**config.mk**
```make
export PLATFORM = sky130hd
export DESIGN_NAME = ljp_stage
export DESIGN_NICKNAME = d
export VERILOG_FILES = /design/src/design/ljp_stage.v
export VERILOG_INCLUDE_DIRS = /design/src /design/src/design
export SDC_FILE = /design/constraint.sdc
export NUM_CORES = 2
export LEC_CHECK = 0
export BUFFER_PORTS_ARGS = -buffer_cell sky130_fd_sc_hd__buf_2
export CAP_MARGIN = 15
export CORE_MARGIN = 8
export CORE_UTILIZATION = 35
export DETAILED_ROUTE_END_ITERATION = 6
export GPL_TIMING_DRIVEN = 0
export PLACE_DENSITY_LB_ADDON = 0.2
export RECOVER_POWER = 100
export REMOVE_ABC_BUFFERS = 1
export SLEW_MARGIN = 25
export SYNTH_ARGS = -nofsm -noshare
export SYNTH_HDL_FRONTEND = slang
export SYNTH_SLANG_ARGS = --single-unit
```
**constraint.sdc**
```tcl
create_clock -name clk_i -period 166.5 [get_ports clk_i]
set_input_delay 16.65 -clock clk_i [delete_from_list [all_inputs] [get_ports clk_i]]
set_output_delay 16.65 -clock clk_i [all_outputs]
set_load 0.005 [all_outputs]
```
**src/design/ljp_regs.vh**
```
// ljp_regs.vh: offsets, fields, reset values and timing counts of the jam stage
// assumes a 32-bit classic wishbone slave, byte addresses, 20 MHz clock
`ifndef LJP_REGS_VH
`define LJP_REGS_VH

// register byte offsets
`define LJP_CTRL_OFS      8'h00
`define LJP_PICKUP_OFS    8'h04
`define LJP_DELAY_OFS     8'h08
`define LJP_HOTLIM_OFS    8'h0c
`define LJP_STALL_OFS     8'h10
`define LJP_CURR_OFS      8'h14
`define LJP_THETA_OFS     8'h18
`define LJP_STATUS_OFS    8'h1c
`define LJP_RATIO_OFS     8'h20
`define LJP_EXPECT_OFS    8'h24
`define LJP_REMAIN_OFS    8'h28
`define LJP_IRQ_STAT_OFS  8'h2c
`define LJP_IRQ_MASK_OFS  8'h30

// ctrl fields
`define LJP_CTRL_EN_BIT     0
`define LJP_CTRL_COLD_BIT   1

// status fields
`define LJP_ST_COND_LO      0
`define LJP_ST_HOT_BIT      2
`define LJP_ST_PICKUP_BIT   3

// condition codes
`define LJP_COND_NORMAL   2'h0
`define LJP_COND_START    2'h1
`define LJP_COND_TRIP     2'h2
`define LJP_COND_BLOCKED  2'h3

// irq bits
`define LJP_IRQ_START_BIT   0
`define LJP_IRQ_TRIP_BIT    1
`define LJP_IRQ_BLOCK_BIT   2

// reset values (current in 0.01 xIn, theta in 0.1 %, times in 0.1 s / 5 ms)
`define LJP_PICKUP_RST    16'h0258
`define LJP_HOTLIM_RST    16'h02bc
`define LJP_COLD_RST      16'h00c8
`define LJP_HOT_RST       16'h0096
`define LJP_DELAY_RST     20'h000c8
`define LJP_CTRL_RST      2'h1

// timing
`define LJP_TICK_NS       5000000
`define LJP_CLK_NS        50
`define LJP_TICK_CYC      (`LJP_TICK_NS / `LJP_CLK_NS)
`define LJP_BLOCK_LEAD_MS 5

`endif

```
**src/design/ljp_stage.v**
```verilog
// ljp_stage.v: load jam protection stage with a wishbone register file
// assumes synchronous inputs on clk_i, current and theta given by the front end
// Function
// [RULE1] hot curve when theta above limit
// [RULE2] otherwise cold curve scaled by theta
// [RULE3] unset cold stall time uses hot
// [RULE4] expose current to pickup ratio, 0.01
// [RULE5] fixed definite time delay to trip
// [RULE6] count down remaining time, 5 ms
// [RULE7] expose expected time, recompute on change
// [RULE8] sample block at start of cycle
// [RULE9] pickup unblocked gives start and timing
// [RULE10] pickup blocked gives blocked, no timing
// [RULE11] late block clears start, releases
// [RULE12] block source leads delay by 5 ms
// [RULE13] condition normal, start, trip, blocked
// [RULE14] pickup when current exceeds setting
// [RULE15] trip when countdown ends, unblocked
//
// Register access over Wishbone and the register addresses were decided locally.
`timescale 1ns/10ps
`default_nettype none
`include "ljp_regs.vh"

module ljp_stage #(
  parameter TICK_CYC = `LJP_TICK_CYC
) (
  // clock and reset
  input  wire        clk_i,
  input  wire        rst_i,
  // wishbone slave
  input  wire        cyc_i,
  input  wire        stb_i,
  input  wire        we_i,
  input  wire [7:0]  adr_i,
  input  wire [3:0]  sel_i,
  input  wire [31:0] dat_i,
  output reg  [31:0] dat_o,
  output reg         ack_o,
  output wire        err_o,
  // front end and blocking matrix
  input  wire [15:0] highest_phase_current_i,
  input  wire [15:0] theta_used_i,
  input  wire        block_i,
  // protection outputs
  output reg         start_o,
  output reg         trip_o,
  output reg         blocked_o,
  output reg         hot_curve_o,
  output reg  [23:0] stall_time_o,
  output wire        irq_o
);

  // ----------------------------------------------------------------
  // state and registers
  // ----------------------------------------------------------------
  localparam S_NORMAL  = 2'h0;
  localparam S_START   = 2'h1;
  localparam S_TRIP    = 2'h2;
  localparam S_BLOCKED = 2'h3;

  reg  [1:0]  ctrl;
  reg  [15:0] pickup_current_setting;
  reg  [19:0] definite_time_delay;
  reg  [15:0] hot_limit;
  reg  [15:0] stall_cold;
  reg  [15:0] stall_hot;
  reg  [1:0]  state;
  reg  [19:0] remain;
  reg  [19:0] expect_time;
  reg  [15:0] ratio;
  reg  [2:0]  irq_stat;
  reg  [2:0]  irq_mask;
  reg  [22:0] tick_cnt;
  reg         tick;
  reg         block_s;
  reg  [15:0] last_current;

  // ----------------------------------------------------------------
  // bus decode
  // ----------------------------------------------------------------
  wire req    = cyc_i & stb_i & ~ack_o;
  // write lands on the edge that samples ack
  wire wr     = cyc_i & stb_i & ack_o & we_i & (sel_i == 4'hf);
  wire mapped = (adr_i[1:0] == 2'h0) && (adr_i <= `LJP_IRQ_MASK_OFS);
  assign err_o = 1'b0;

  function wr_hit;
    input [7:0] ofs;
    begin
      wr_hit = wr && mapped && (adr_i == ofs);
    end
  endfunction

  // ----------------------------------------------------------------
  // program cycle tick and block sample
  // ----------------------------------------------------------------
  always @(posedge clk_i) begin
    if (rst_i) begin
      tick_cnt <= 23'h000000;
      tick     <= 1'b0;
      block_s  <= 1'b0;
    end else begin
      tick <= (tick_cnt == TICK_CYC - 1);
      if (tick_cnt == TICK_CYC - 1)
        tick_cnt <= 23'h000000;
      else
        tick_cnt <= tick_cnt + 23'h000001;
      // [RULE8] block at cycle start
      if (tick_cnt == TICK_CYC - 1)
        block_s <= block_i;
    end
  end

  // ----------------------------------------------------------------
  // pickup, ratio, curve
  // ----------------------------------------------------------------
  // [RULE14] current above setting
  wire pickup = ctrl[`LJP_CTRL_EN_BIT] &&
                (highest_phase_current_i > pickup_current_setting);
  // [RULE3] cold defaults to hot
  wire [15:0] cold_eff = ctrl[`LJP_CTRL_COLD_BIT] ? stall_cold : stall_hot;
  wire [31:0] ratio_full;
  wire [31:0] cold_scaled;
  wire [31:0] cold_div;
  // [RULE4] ratio in hundredths
  assign ratio_full = (pickup_current_setting == 16'h0000) ? 32'h0000ffff :
                      ({16'h0000, highest_phase_current_i} * 32'd100) /
                      {16'h0000, pickup_current_setting};
  // [RULE2] cold scaled by theta
  assign cold_scaled = {16'h0000, cold_eff} *
                       ({16'h0000, 16'd1000} - {16'h0000, theta_used_i});
  // full-width quotient, no overflow
  assign cold_div = cold_scaled / 32'd1000;

  always @(posedge clk_i) begin
    if (rst_i) begin
      hot_curve_o  <= 1'b0;
      stall_time_o <= 24'h000000;
      ratio        <= 16'h0000;
    end else begin
      ratio <= (ratio_full > 32'h0000ffff) ? 16'hffff : ratio_full[15:0];
      // [RULE1] hot above limit
      hot_curve_o <= (theta_used_i > hot_limit);
      if (theta_used_i > hot_limit)
        stall_time_o <= {stall_hot, 8'h00} / 24'd1;
      else if (theta_used_i >= 16'd1000)
        stall_time_o <= 24'h000000;
      else
        stall_time_o <= {cold_div[15:0], 8'h00};
    end
  end

  // ----------------------------------------------------------------
  // condition state machine and timing
  // ----------------------------------------------------------------
  reg [1:0] next_state;
  always @* begin
    next_state = state;
    case (state)
      S_NORMAL: begin
        // [RULE9] unblocked start
        if (pickup && !block_s)
          next_state = S_START;
        // [RULE10] blocked pickup
        else if (pickup && block_s)
          next_state = S_BLOCKED;
      end
      S_START: begin
        // [RULE11] late block resets
        if (!pickup || block_s)
          next_state = S_NORMAL;
        // [RULE15] countdown end trips
        else if (tick && remain <= 20'h00001)
          next_state = S_TRIP;
      end
      S_TRIP: begin
        if (!pickup || block_s)
          next_state = S_NORMAL;
      end
      S_BLOCKED: begin
        if (!pickup)
          next_state = S_NORMAL;
        else if (!block_s)
          next_state = S_START;
      end
      default: next_state = S_NORMAL;
    endcase
  end

  always @(posedge clk_i) begin
    if (rst_i) begin
      state        <= S_NORMAL;
      remain       <= 20'h00000;
      expect_time  <= 20'h00000;
      last_current <= 16'h0000;
    end else begin
      state        <= next_state;
      last_current <= highest_phase_current_i;
      // [RULE7] expected time refreshed
      if (state == S_NORMAL || highest_phase_current_i != last_current)
        expect_time <= definite_time_delay;
      // [RULE5] fixed delay load
      if (next_state == S_START && state != S_START)
        remain <= definite_time_delay;
      // [RULE6] 5 ms countdown
      else if (state == S_START && tick && remain != 20'h00000)
        remain <= remain - 20'h00001;
      else if (next_state == S_NORMAL)
        remain <= 20'h00000;
    end
  end

  // [RULE13] three outputs encode the four conditions
  always @(posedge clk_i) begin
    if (rst_i) begin
      start_o   <= 1'b0;
      trip_o    <= 1'b0;
      blocked_o <= 1'b0;
    end else begin
      start_o   <= (next_state == S_START) || (next_state == S_TRIP);
      trip_o    <= (next_state == S_TRIP);
      blocked_o <= (next_state == S_BLOCKED);
    end
  end

  // ----------------------------------------------------------------
  // interrupts
  // ----------------------------------------------------------------
  wire [2:0] ev;
  assign ev[`LJP_IRQ_START_BIT] = (next_state == S_START) && (state != S_START) &&
                                  (state != S_TRIP);
  assign ev[`LJP_IRQ_TRIP_BIT]  = (next_state == S_TRIP) && (state != S_TRIP);
  assign ev[`LJP_IRQ_BLOCK_BIT] = (next_state == S_BLOCKED) && (state != S_BLOCKED);
  assign irq_o = |(irq_stat & irq_mask);

  genvar gi;
  generate
    for (gi = 0; gi < 3; gi = gi + 1) begin : g_irq
      always @(posedge clk_i) begin
        if (rst_i)
          irq_stat[gi] <= 1'b0;
        else if (ev[gi])
          irq_stat[gi] <= 1'b1;
        else if (wr_hit(`LJP_IRQ_STAT_OFS) && dat_i[gi])
          irq_stat[gi] <= 1'b0;
      end
    end
  endgenerate

  // ----------------------------------------------------------------
  // register writes and reads
  // ----------------------------------------------------------------
  always @(posedge clk_i) begin
    if (rst_i) begin
      ctrl                   <= `LJP_CTRL_RST;
      pickup_current_setting <= `LJP_PICKUP_RST;
      definite_time_delay    <= `LJP_DELAY_RST;
      hot_limit              <= `LJP_HOTLIM_RST;
      stall_cold             <= `LJP_COLD_RST;
      stall_hot              <= `LJP_HOT_RST;
      irq_mask               <= 3'h0;
      ack_o                  <= 1'b0;
      dat_o                  <= 32'h00000000;
    end else begin
      ack_o <= req;
      if (wr_hit(`LJP_CTRL_OFS))
        ctrl <= dat_i[1:0];
      if (wr_hit(`LJP_PICKUP_OFS))
        pickup_current_setting <= dat_i[15:0];
      if (wr_hit(`LJP_DELAY_OFS))
        definite_time_delay <= dat_i[19:0];
      if (wr_hit(`LJP_HOTLIM_OFS))
        hot_limit <= dat_i[15:0];
      if (wr_hit(`LJP_STALL_OFS)) begin
        stall_cold <= dat_i[15:0];
        stall_hot  <= dat_i[31:16];
      end
      if (wr_hit(`LJP_IRQ_MASK_OFS))
        irq_mask <= dat_i[2:0];
      if (req && !we_i) begin
        case (adr_i)
          `LJP_CTRL_OFS:     dat_o <= {30'h00000000, ctrl};
          `LJP_PICKUP_OFS:   dat_o <= {16'h0000, pickup_current_setting};
          `LJP_DELAY_OFS:    dat_o <= {12'h000, definite_time_delay};
          `LJP_HOTLIM_OFS:   dat_o <= {16'h0000, hot_limit};
          `LJP_STALL_OFS:    dat_o <= {stall_hot, stall_cold};
          `LJP_CURR_OFS:     dat_o <= {16'h0000, highest_phase_current_i};
          `LJP_THETA_OFS:    dat_o <= {16'h0000, theta_used_i};
          `LJP_STATUS_OFS:   dat_o <= {28'h0000000, pickup, hot_curve_o, state};
          `LJP_RATIO_OFS:    dat_o <= {16'h0000, ratio};
          `LJP_EXPECT_OFS:   dat_o <= {12'h000, expect_time};
          `LJP_REMAIN_OFS:   dat_o <= {12'h000, remain};
          `LJP_IRQ_STAT_OFS: dat_o <= {29'h00000000, irq_stat};
          `LJP_IRQ_MASK_OFS: dat_o <= {29'h00000000, irq_mask};
          default:           dat_o <= 32'h00000000;
        endcase
      end
    end
  end

endmodule // ljp_stage

`default_nettype wire

```
==> summary by stage <==
Global routing
The global-route wire length before repair is 254000 um. The number of global-route vias before repair is around 46000. The maximum number of pins on one net before global-route repair is between 100 and 150. The total track usage is 0.201. The overall overflow remaining after global route is 0.

The number of antenna violations at the first check in global routing is 38.

Logic synthesis
Sorting the synthesized cells by how often they occur yields sky130_fd_sc_hd__nand2_1, sky130_fd_sc_hd__ha_1, sky130_fd_sc_hd__nor2_1. Among all cell types in the netlist, the one instantiated most often is sky130_fd_sc_hd__nand2_1. After synthesis, the largest family of logic cells by area is compound AO/OA/AOI/OAI gates. The count of state elements after synthesis is 244.

The number of warnings issued by yosys is 0. Summed over all instances, the cell type with the most area after synthesis is sky130_fd_sc_hd__ha_1. The post-synthesis simple-gate area fraction is 0.243. The xor and xnor fraction of the mapped netlist area is 0.0448.

The count of flip-flops with a built-in enable after synthesis is 0. The distinct cell type count after synthesis is 153. The post-synthesis async set-or-reset flop share is 0. The mapped cell area is around 0.049 sq mm. For this run, the register share of the synthesized area comes to 0.0996.

The compound-cell area share of the yosys netlist is 0.267. The arithmetic-cell share of the synthesized area counting full adders, half adders and majority gates is 0.246. After synthesis, the cell types taking the most area are sky130_fd_sc_hd__ha_1, sky130_fd_sc_hd__dfxtp_1, sky130_fd_sc_hd__fa_1. The post-synthesis average cell area is between 7 and 8 sq um.

Counting every instance in the synthesized netlist gives around 6400. The mux cell area share after synthesis is 0.0497. In the synthesized netlist the dominant register cell turns out to be sky130_fd_sc_hd__dfxtp_1. The top-area cell type share of the netlist area is 0.154.

Timing
The clock period could shrink to 146.22 ns. The final worst-path cycle share is 0.878. Setup repair after global routing left no endpoint under its margin. For the final database, setup skew stands at 0.0363 ns. Derived from the worst setup path, the maximum achievable clock frequency is 0.00684 GHz. The final setup violation count is 0. The transition time of the tightest slew-check pin is 5.35 ns. The max-slew violation count is 347.

The final-layout setup total negative slack is 0 ns. The worst-case headroom to the max-slew limit is -2.56. The total count of hold-check failures in the final report is 0.

Worst setup path
The delay contributed by the slowest stage of the critical path is 1.86 ns. Among the stages of the critical path, the cell type that occurs most often is sky130_fd_sc_hd__o21a_1. The slack of the worst reg-to-reg path is about 38 ns. STA puts the critical path data required time at approximately 170 ns. The slowest stage cell on the critical path is sky130_fd_sc_hd__o21ai_0. The number of cells on the worst reg-to-reg path is between 500 and 600.

The endpoint class of the critical path is a register. In this run the critical register-to-register path is captured at ratio[0]. The path type of the worst setup path is in2reg. STA classifies the critical path startpoint as an input port. The data arrival time of the critical path is around 150 ns. In this run the critical register-to-register path is launched from pickup_current_setting[15]. The largest fanout on the critical path is 35.

Routing
In the routed layout, each cell is associated on average with a via count of about 5.7. In the final routed layout, each cell accounts on average for roughly 19 um. The first detailed-routing pass took 6 iterations. The remaining routing DRC violations is 0. Detailed routing inserted a total of approximately 48000 vias. The number of routed nets with antenna violations is 0. The routed design has ~160000 um of wire. The DRC marker count from the first detailed-route iteration is just over 3000.

Finish
Fill cells in the final layout number roughly 15000. From synthesis to final layout, the design area changed by 7.88%. The share of layout cells above drive strength 1 is 0.0953. At the end of the flow, the number of nets in the layout was 7327.

Floorplan
The die covers about 0.15 sq mm. In this run the horizontal extent of the chip is between 300 and 400 um. The I/O pin count is about 150.

The row count is between 100 and 150. For this configuration, the core starts out at a cell density of 0.352. From bottom edge to top edge, the die measures approximately 400 um.

The standard cell core area is ~0.14 sq mm.

Min path
The type of the most critical hold path is reg2reg. The startpoint identified for the worst hold timing path is ack_o. For hold timing, the worst endpoint is ack_o. The worst hold path depth is 1.

Clock tree
Clock tree synthesis selected as its root buffer the cell sky130_fd_sc_hd__clkbuf_16. The number of clock buffers added by TritonCTS is 28. The clock net in this run drives a total of about 240 sinks. The number of gates resized after cts is 0.

After clock tree synthesis, the flow added hold-fix buffers numbering 0. TritonCTS built the clock tree. The number of buffers on the longest clock path is 3. In this run the number of H-tree levels came out at 1. Clock-pin slew was measured on the worst setup and hold paths at around 0.06 ns. The clock reaches the later pin of the worst-skew pair after approximately 0.6 ns. The number of setup buffers added after CTS is 0.

Placed design
The sum of net half-perimeters after detailed placement is between 100000 and 150000 um. Routability-driven placement finished with a final weighted congestion of around 0.9. Port buffering added about 140 buffers.

Job
The number of maximum-capacitance violations is 9.

Status
The run finished, with violations left. The checks that failed: capacitance limit, slew limit.
-- per-layer routing --
layer | vias up | GRT usage | part of all wire
met5 | - | 0 | 0.00070
met4 | 18 | 0.0466 | 0.024
met3 | 206 | 0.0278 | 0.049
met2 | 970 | 0.358 | 0.48
met1 | 22893 | 0.257 | 0.44
li1 | 23556 | - | -
-- cell families (layout without fill, tap and decap cells) --
family / after synthesis / in the layout
and+or+nand+nor: 2444 / 2444
muxes: 217 / 217
xor gates and xnor gates: 245 / 245
buffers and inverters: 624 / 646
DFF: 244 / 244
other: 1 / 37
adders and majority gates: 831 / 831
AOI/OAI and AO/OA: 1804 / 1804
-- layout make-up --
cell class                 count  area [sq um]  share of cell area
multi-input combinational   5554         41900               0.792
inverter                     412          1550              0.0293
clock inverter                12           175             0.00331
timing repair buffer         182          1140              0.0216
tap                         1876          2350              0.0444
antenna                       24          60.1             0.00114
sequential                   244          4890              0.0924
clock buffer                  40           836              0.0158
-- state kept, by name (all words and copies together) (netlist names), 16 cells and up --
name / cells
dat_o: 32
tick_cnt: 23
definite_time_delay: 20
expect_time: 20
remain: 20
hot_limit: 16
last_current: 16
pickup_current_setting: 16
ratio: 16
stall_cold: 16
stall_hot: 16
stall_time_o: 16
-- worst max-delay path: cells and delay by family --
| kind | cells | cell delay, ns |
|---|---|---|
| fa+ha+maj | 36 | 11.19 |
| compound gates | 389 | 88.80 |
| simple gates | 82 | 22.91 |
| buf+inv | 20 | 3.80 |
| mux | 9 | 2.69 |
-- how the worst max path moves through the flow --
stage	from	endpoint	slack (ns)
finish	highest_phase_current_i[2]	ratio[0]	20.28
detailed placement	highest_phase_current_i[2]	ratio[0]	27.39
global placement	highest_phase_current_i[1]	ratio[0]	20.37
global route	highest_phase_current_i[1]	ratio[0]	8.87
CTS	highest_phase_current_i[1]	ratio[0]	27.42
floorplan	highest_phase_current_i[2]	ratio[0]	40.12
-- cells in the final DEF, fill, tap and decap left out, types with 50 or more instances in the layout --
master | synthesis | layout
sky130_fd_sc_hd__a21o_1 | 75 | 75
sky130_fd_sc_hd__xor2_1 | 81 | 75
sky130_fd_sc_hd__buf_2 | 32 | 102
sky130_fd_sc_hd__o31ai_1 | 151 | 150
sky130_fd_sc_hd__nor3_1 | 401 | 399
sky130_fd_sc_hd__nand2_1 | 735 | 734
sky130_fd_sc_hd__nor2_1 | 593 | 582
sky130_fd_sc_hd__o21ai_0 | 175 | 181
sky130_fd_sc_hd__xnor2_1 | 157 | 146
sky130_fd_sc_hd__ha_1 | 602 | 602
sky130_fd_sc_hd__a21oi_1 | 369 | 370
sky130_fd_sc_hd__o21a_1 | 332 | 332
sky130_fd_sc_hd__a31oi_1 | 68 | 70
sky130_fd_sc_hd__mux2i_1 | 76 | 74
sky130_fd_sc_hd__fa_1 | 221 | 221
sky130_fd_sc_hd__nor2b_1 | 55 | 55
sky130_fd_sc_hd__nand3_1 | 100 | 101
sky130_fd_sc_hd__and2_1 | 73 | 71
sky130_fd_sc_hd__nand2b_1 | 58 | 58
sky130_fd_sc_hd__dfxtp_1 | 244 | 243
sky130_fd_sc_hd__or2_2 | 51 | 50
sky130_fd_sc_hd__a22oi_1 | 52 | 52
sky130_fd_sc_hd__nand4_1 | 64 | 64
sky130_fd_sc_hd__or3_1 | 62 | 61
sky130_fd_sc_hd__inv_1 | 406 | 391
sky130_fd_sc_hd__mux2_2 | 114 | 114
-- per-stage QoR --
step	cell area [sq um]	setup slack (ns)	util	hold slack (ns)	cells
after global routing	52800	8.87	0.379	0.488	8324
after floorplan	48200	40.12	-	0.430	6210
after detailed placement	52000	27.39	0.373	0.450	8268
after global placement	51200	20.37	0.367	0.447	8221
final	52900	20.28	0.380	0.465	8344
after CTS	53000	27.42	0.381	0.458	8320
Power is left out: the tool's default activity adds up to more than one toggle a clock period on the data nets, which glitch-free logic cannot reach.
